### src/design/rie_dummy_unused.sv
`timescale 1ns/1ps

### src/design/rie_pkg.sv
package rie_pkg;
  // opcodes of the two return instructions
  localparam logic [7:0] OPC_SUB_RTN = 8'h22;
  localparam logic [7:0] OPC_INT_RTN = 8'h32;
  // one machine cycle is this many core clocks
  localparam int MC_CLKS = 12;
  localparam logic [3:0] MC_LAST = 4'hb;
  localparam logic [3:0] MC_FIRST = 4'h1;
  localparam logic [3:0] DIV_ZERO = 4'h0;
  // machine cycles taken by either return
  localparam int RTN_MCYCLES = 2;
  localparam logic [1:0] MCNT_LAST = 2'h1;
  localparam logic [1:0] MCNT_ZERO = 2'h0;
  // one pop moves the stack pointer down by this much
  localparam logic [7:0] SP_STEP = 8'h01;
  // number of interrupt priority levels
  localparam int LVL_N = 2;
  localparam logic [LVL_N-1:0] ISR_NONE = 2'h0;
  localparam logic [7:0] BYTE_ZERO = 8'h00;

  typedef struct packed {
    logic valid;
    logic [7:0] opcode;
  } rie_op_s;

  typedef struct packed {
    logic rd;
    logic [7:0] addr;
  } rie_mem_s;

  typedef struct packed {
    logic load;
    logic [15:0] pc;
    logic [7:0] sp;
  } rie_restore_s;

  typedef struct packed {
    logic valid;
    logic level;
  } rie_ack_s;

  typedef enum {
    ST_IDLE,
    ST_RD_HI,
    ST_CAP_HI,
    ST_CAP_LO,
    ST_WAIT,
    ST_DONE
  } rie_state_e;
endpackage

### src/design/rie_exec.sv
`timescale 1ns/1ps
// Function
// - return from subroutine pops pc high byte then low byte; sp drops two.
// - after return from subroutine, fetching resumes at the restored address.
// - return from subroutine writes no status flag.
// - return from interrupt pops pc with the same high-then-low sequence.
// - return from interrupt leaves sp two lower, changes no other register.
// - return from interrupt releases the in-service level just handled.
// - return from interrupt does not restore the status word.
// - after return from interrupt, execution continues at restored address.
// - after return from interrupt one more instruction runs before vectoring.
// - opcode 8'h32 decodes as return from interrupt.
module rie_exec (
  input wire logic mclk,
  input wire logic resetn,
  input rie_pkg::rie_op_s op,
  input wire logic [7:0] sp_in,
  input wire logic [7:0] mem_rdata,
  input wire logic instr_end,
  input rie_pkg::rie_ack_s irq_ack,
  output logic busy,
  output rie_pkg::rie_mem_s mem,
  output rie_pkg::rie_restore_s restore,
  output logic status_we,
  output logic irq_inhibit,
  output logic [rie_pkg::LVL_N-1:0] in_service
);
  logic rst_meta;
  logic rst_n;

  // reset is released through two flops to keep release synchronous
  always_ff @(posedge mclk or negedge resetn) begin
    if (!resetn) begin
      rst_meta <= 1'b0;
      rst_n <= 1'b0;
    end else begin
      rst_meta <= 1'b1;
      rst_n <= rst_meta;
    end
  end

  rie_pkg::rie_state_e state;
  rie_pkg::rie_state_e next_state;
  logic [7:0] ptr;
  logic [7:0] next_ptr;
  logic [7:0] pc_hi;
  logic [7:0] next_pc_hi;
  logic [15:0] pc;
  logic [15:0] next_pc;
  logic is_int;
  logic next_is_int;
  logic [3:0] div;
  logic [3:0] next_div;
  logic [1:0] mcnt;
  logic [1:0] next_mcnt;
  logic hold;
  logic next_hold;
  logic seen;
  logic next_seen;
  logic accept;
  logic hit_sub;
  logic hit_int;
  logic mc_tick;
  logic int_clear;

  // decode only while idle, so a second opcode strobe is ignored when busy
  assign hit_sub = op.valid && (op.opcode == rie_pkg::OPC_SUB_RTN);
  assign hit_int = op.valid && (op.opcode == rie_pkg::OPC_INT_RTN);
  assign accept = (state == rie_pkg::ST_IDLE) && (hit_sub || hit_int);
  assign mc_tick = (div == rie_pkg::MC_LAST);

  // pop sequencer, machine cycle divider restarted at each accept
  always_comb begin
    next_state = state;
    next_ptr = ptr;
    next_pc_hi = pc_hi;
    next_pc = pc;
    next_is_int = is_int;
    next_div = mc_tick ? rie_pkg::DIV_ZERO : div + 4'h1;
    next_mcnt = mc_tick ? mcnt + 2'h1 : mcnt;
    case (state)
      rie_pkg::ST_IDLE: begin
        next_div = rie_pkg::MC_FIRST;
        next_mcnt = rie_pkg::MCNT_ZERO;
        if (accept) begin
          next_state = rie_pkg::ST_RD_HI;
          next_ptr = sp_in;
          next_is_int = hit_int;
        end
      end
      rie_pkg::ST_RD_HI: begin
        // high byte sits at the stack top and is read first
        next_state = rie_pkg::ST_CAP_HI;
        next_ptr = ptr - rie_pkg::SP_STEP;
      end
      rie_pkg::ST_CAP_HI: begin
        next_state = rie_pkg::ST_CAP_LO;
        next_pc_hi = mem_rdata;
        next_ptr = ptr - rie_pkg::SP_STEP;
      end
      rie_pkg::ST_CAP_LO: begin
        next_state = rie_pkg::ST_WAIT;
        next_pc = {pc_hi, mem_rdata};
      end
      rie_pkg::ST_WAIT: begin
        // stretch to the full two machine cycles of the instruction
        if (mc_tick && mcnt == rie_pkg::MCNT_LAST) begin
          next_state = rie_pkg::ST_DONE;
        end
      end
      rie_pkg::ST_DONE: begin
        next_state = rie_pkg::ST_IDLE;
      end
      default: begin
        next_state = rie_pkg::ST_IDLE;
      end
    endcase
  end

  always_ff @(posedge mclk or negedge rst_n) begin
    if (!rst_n) begin
      state <= rie_pkg::ST_IDLE;
      ptr <= rie_pkg::BYTE_ZERO;
      pc_hi <= rie_pkg::BYTE_ZERO;
      pc <= {rie_pkg::BYTE_ZERO, rie_pkg::BYTE_ZERO};
      is_int <= 1'b0;
      div <= rie_pkg::DIV_ZERO;
      mcnt <= rie_pkg::MCNT_ZERO;
    end else begin
      state <= next_state;
      ptr <= next_ptr;
      pc_hi <= next_pc_hi;
      pc <= next_pc;
      is_int <= next_is_int;
      div <= next_div;
      mcnt <= next_mcnt;
    end
  end

  // memory reads and the restored pc and sp; load is a one-cycle strobe
  always_comb begin
    busy = (state != rie_pkg::ST_IDLE);
    mem.rd = (state == rie_pkg::ST_RD_HI) || (state == rie_pkg::ST_CAP_HI);
    mem.addr = ptr;
    restore.load = (state == rie_pkg::ST_DONE);
    restore.pc = pc;
    restore.sp = ptr;
    // the status word is never written, by either return
    status_we = 1'b0;
  end

  assign int_clear = (state == rie_pkg::ST_DONE) && is_int;

  // inhibit vectoring from an interrupt return until the next instruction
  // has ended; a fresh interrupt return wins over a release in one cycle
  always_comb begin
    next_hold = hold;
    next_seen = seen;
    if (hold && !busy && op.valid) begin
      next_seen = 1'b1;
    end
    if (hold && seen && instr_end) begin
      next_hold = 1'b0;
      next_seen = 1'b0;
    end
    if (accept && hit_int) begin
      next_hold = 1'b1;
      next_seen = 1'b0;
    end
  end

  always_ff @(posedge mclk or negedge rst_n) begin
    if (!rst_n) begin
      hold <= 1'b0;
      seen <= 1'b0;
    end else begin
      hold <= next_hold;
      seen <= next_seen;
    end
  end

  assign irq_inhibit = hold;

  rie_in_service u_in_service (
    .clk(mclk),
    .rst_n(rst_n),
    .ack(irq_ack),
    .clear(int_clear),
    .in_service(in_service)
  );

  // helper copy of the stack pointer seen at accept
  logic [7:0] start_sp;
  always_ff @(posedge mclk or negedge rst_n) begin
    if (!rst_n) begin
      start_sp <= rie_pkg::BYTE_ZERO;
    end else if (accept) begin
      start_sp <= sp_in;
    end
  end

  localparam int A_DONE_DLY = rie_pkg::MC_CLKS * rie_pkg::RTN_MCYCLES;
  // bytes show on the read data in the second and third cycle
  localparam int A_LOAD_GAP = A_DONE_DLY - 2;
  localparam int A_HI_AGE = A_DONE_DLY - 2;
  localparam int A_LO_AGE = A_DONE_DLY - 3;
endmodule

### src/design/rie_in_service.sv
`timescale 1ns/1ps
module rie_in_service (
  input wire logic clk,
  input wire logic rst_n,
  input rie_pkg::rie_ack_s ack,
  input wire logic clear,
  output logic [rie_pkg::LVL_N-1:0] in_service
);
  // one-hot mask of the highest level now in service
  function automatic logic [rie_pkg::LVL_N-1:0] top_level(
    input logic [rie_pkg::LVL_N-1:0] v);
    logic [rie_pkg::LVL_N-1:0] m;
    m = rie_pkg::ISR_NONE;
    for (int i = 0; i < rie_pkg::LVL_N; i++) begin
      if (v[i]) begin
        m = rie_pkg::ISR_NONE;
        m[i] = 1'b1;
      end
    end
    return m;
  endfunction

  logic [rie_pkg::LVL_N-1:0] next_in_service;
  logic [rie_pkg::LVL_N-1:0] set_mask;

  // clear the serviced level; a new acknowledge wins over the clear
  always_comb begin
    set_mask = rie_pkg::ISR_NONE;
    if (ack.valid) begin
      set_mask[ack.level] = 1'b1;
    end
    next_in_service = in_service;
    if (clear) begin
      next_in_service = in_service & ~top_level(in_service);
    end
    next_in_service = next_in_service | set_mask;
  end

  always_ff @(posedge clk or negedge rst_n) begin
    if (!rst_n) begin
      in_service <= rie_pkg::ISR_NONE;
    end else begin
      in_service <= next_in_service;
    end
  end
endmodule

### config.mk
export PLATFORM = sky130hd
export DESIGN_NAME = rie_exec
export DESIGN_NICKNAME = d
export VERILOG_FILES = /design/src/design/rie_dummy_unused.sv /design/src/design/rie_pkg.sv /design/src/design/rie_exec.sv /design/src/design/rie_in_service.sv
export SDC_FILE = /design/constraint.sdc
export NUM_CORES = 1
export LEC_CHECK = 0
export BUFFER_PORTS_ARGS = -buffer_cell sky130_fd_sc_hd__buf_4
export CAP_MARGIN = 20
export CORE_MARGIN = 1.5
export CORE_UTILIZATION = 50
export CTS_CLUSTER_SIZE = 14
export DETAILED_ROUTE_END_ITERATION = 10
export PLACE_DENSITY_LB_ADDON = 0.1
export SLEW_MARGIN = 20
export SYNTH_ARGS = -nofsm -noshare
export SYNTH_HDL_FRONTEND = slang
export SYNTH_SLANG_ARGS = --single-unit
### constraint.sdc
create_clock -name mclk -period 1.75 [get_ports mclk]
set_input_delay 0.2625 -clock mclk [delete_from_list [all_inputs] [get_ports mclk]]
set_output_delay 0.2625 -clock mclk [all_outputs]
set_load 0.02 [all_outputs]
==> results.cfg <==
[drt]
postRouteAntennaNets = 0
vias = 1657
route.detailed.drc = 0
wl_um = 4540
first_pass_iters = 4
viasPerCell = 5.45
drtIter0Drc = 100
post_drt_wl_per_cell_um = 14.9

[worst_setup_path]
crit_path_top_delay_cell = dfrtp_1
cpMostUsedCell = buf_6
critical_path.max_stage_delay_ns = 0.41
cp.arrival_ns = 1.41
cp_max_fo = 5
worst_setup_path_start_kind = flop
worst_ep_required_time_ns = 1.49
path_cells = buf_6, nor3_4, buf_6, inv_1, buf_4
crit_path_end_kind = output pin
critPathKind = flop to output pin

[power]
peakVddDrop_uv = 876
power.density_nw_per_um2 = 1000
leakagePower_nw = 1.38

[cts]
clk_latency_ns = 0.29
root_buffer = clkbuf_8
clk_pin_slew_ns = 0.09
cts_buffers = 5
cts_tree = yes
cts_buffer_depth = 2
htree_levels = 2
clock-sinks = 48

[placement]
place.port_buffers = 67
gp_congestion = 0.881
postPlaceCellArea_um2 = 2700
hpwl_um = 3390

[sta]
worst_slew_pin_slew_ns = 0.538
fin_crit_ns = 1.67
setup_viol = 0
whs_ns = 0.145
max_freq_ghz = 0.597
post-route-period-util_pct = 95.6
max_slew_margin_pct = 64.1
rsz0062_at_grt = false
finalHoldViolations = 0
finClkSkew_ns = 0.00712
slew_violations = 0
fin_setup_tns_ns = 0

[floorplanning]
initial_core_util_pct = 52.5
fp.dieH_um = 68.0
io_pins = 69
core_area_um2 = 4030
die_x_um = 68.0
die_area_um2 = 4630
num_rows = 23

[synthesis]
synth_ff_type = dfrtp_1
synth_nets = 207
async_flop_share_pct = 100
synth-edff-count = 0
syn-cell-area_um2 = 2110
ys_ff_latch = 48
synthCells = 174
seq_area_frac_synth_pct = 56.8
ys_types = 41
avgSynthCellArea_um2 = 12.1
yosysWarnings = 0

[finish]
multi_input_area_um2 = 813
areaGrowthSynthToFinish_pct = 36.1
n_fill_cell = 299
layout_commonest_cell = buf_4
fin_area_um2 = 2880
seq_area_um2 = 1200
drive_above_1_share_pct = 50.0
fin_nets = 286
final_cell_mix = buf_4 (82), dfrtp_1 (47), mux2_2 (25)
n_antenna_cell = 0

[grt]
grt_pass1_wl_um = 7010
grt_util_all_layers_pct = 20.8
antenna_found_initial = 0
grt_overflow_total = 0
grt_pass1_vias = 1579
grt_max_degree = 26

[status]
status = completed

[worst_hold_path]
hp-class = input pin to flop

[flow_run]
max_cap_viol_count = 0
[final cells by class]
type / instances / share of cell area (%)
Sequential cell: 48 / 41.8
Multi-Input combinational cell: 104 / 28.3
Timing Repair Buffer: 85 / 22.5
Clock buffer: 5 / 2.39
Tap cell: 50 / 2.17
Clock inverter: 3 / 1.48
Inverter: 9 / 1.35
[flip-flops by register name (all words and copies together) (netlist names)]
name / flops
div: 4
irq_inhibit: 1
is_int: 1
mcnt: 2
pc: 16
pc_hi: 8
ptr: 8
rst_meta: 1
rst_n: 1
seen: 1
state: 3
u_in_service.in_service: 2
[Yosys cell counts (3+ instances only)]
cell / count / area (um^2)
dfrtp_1: 48 / 1200
a21oi_1: 6 / 30.0
inv_1: 8 / 30.0
nor3_1: 4 / 20.0
nor2_1: 12 / 45.0
ha_1: 3 / 37.5
nand3_1: 5 / 25.0
mux2_2: 25 / 282
nand2_1: 6 / 22.5
a221o_1: 3 / 30.0
o21ai_0: 5 / 25.0
buf_4: 10 / 75.1
[worst max-delay path: cells and delay by family, from the launching register on]
family | cells | cell delay, ns
buffers and inverters | 4 | 0.48
DFF | 1 | 0.41
and+or+nand+nor | 1 | 0.23
[cells by family after synthesis]
group / synth area share (%)
AO/OA/AOI/OAI: 8.47
XOR/XNOR: 1.24
adder cells (fa/ha/maj): 1.78
buffers and inverters: 5.80
flip-flops: 56.8
multiplexers: 13.8
other: 0.355
AND/OR/NAND/NOR: 11.7
[where the power goes]
part | switching (W) | internal [W] | leakage (nW)
Sequential | 0.000101 | 0.00121 | 0.586
Clock | 0.000362 | 0.000423 | 0.0541
Combinational | 0.000394 | 0.000397 | 0.741
Total | 0.000858 | 0.00203 | 1.38
[per-layer routing]
| layer | vias up | track usage [%] | share of wire, % |
|---|---|---|---|
| li1 | 763 | - | - |
| met1 | 822 | 22.3 | 38 |
| met2 | 68 | 38.7 | 55 |
| met3 | 4 | 5.26 | 6.3 |
| met4 | 0 | 8.00 | 1.0 |
| met5 | - | 0 | 0 |
[metrics by stage]
step	worst slack [ns]	power, W	utilization (%)	instances
finish	0.0763	0.00289	71.4	304
floorplan	0.00489	0.00180	-	174
CTS	0.0116	0.00287	70.2	301
detailed placement	0.0716	0.00208	67.0	292
global placement	0.116	0.00204	67.0	292
global route	0.0100	0.00303	71.4	304
[path summary, 6_finish.rpt]
path / from / end / slack (ns) / cells after the start
hold / removal: op[4] / seen / 0.14 / 2
min in group asynchronous: rst_n / state[0] / 0.26 / 0
setup / recovery: state[1] / busy / 0.08 / 5
max in group asynchronous: rst_n / pc[0] / 0.90 / 1
setup reg to reg: state[0] / ptr[6] / 0.11 / 5
hold reg to reg: rst_n / state[0] / 0.26 / 0
[timing repair]
action,CTS,global route
pin swaps,0,1
setup endpoints to repair,1,5
hold buffers,1,0
gates resized for setup,1,6
buffers inserted,0,3
hold endpoints to repair,2,0
(Power assumes the default switching activity.)
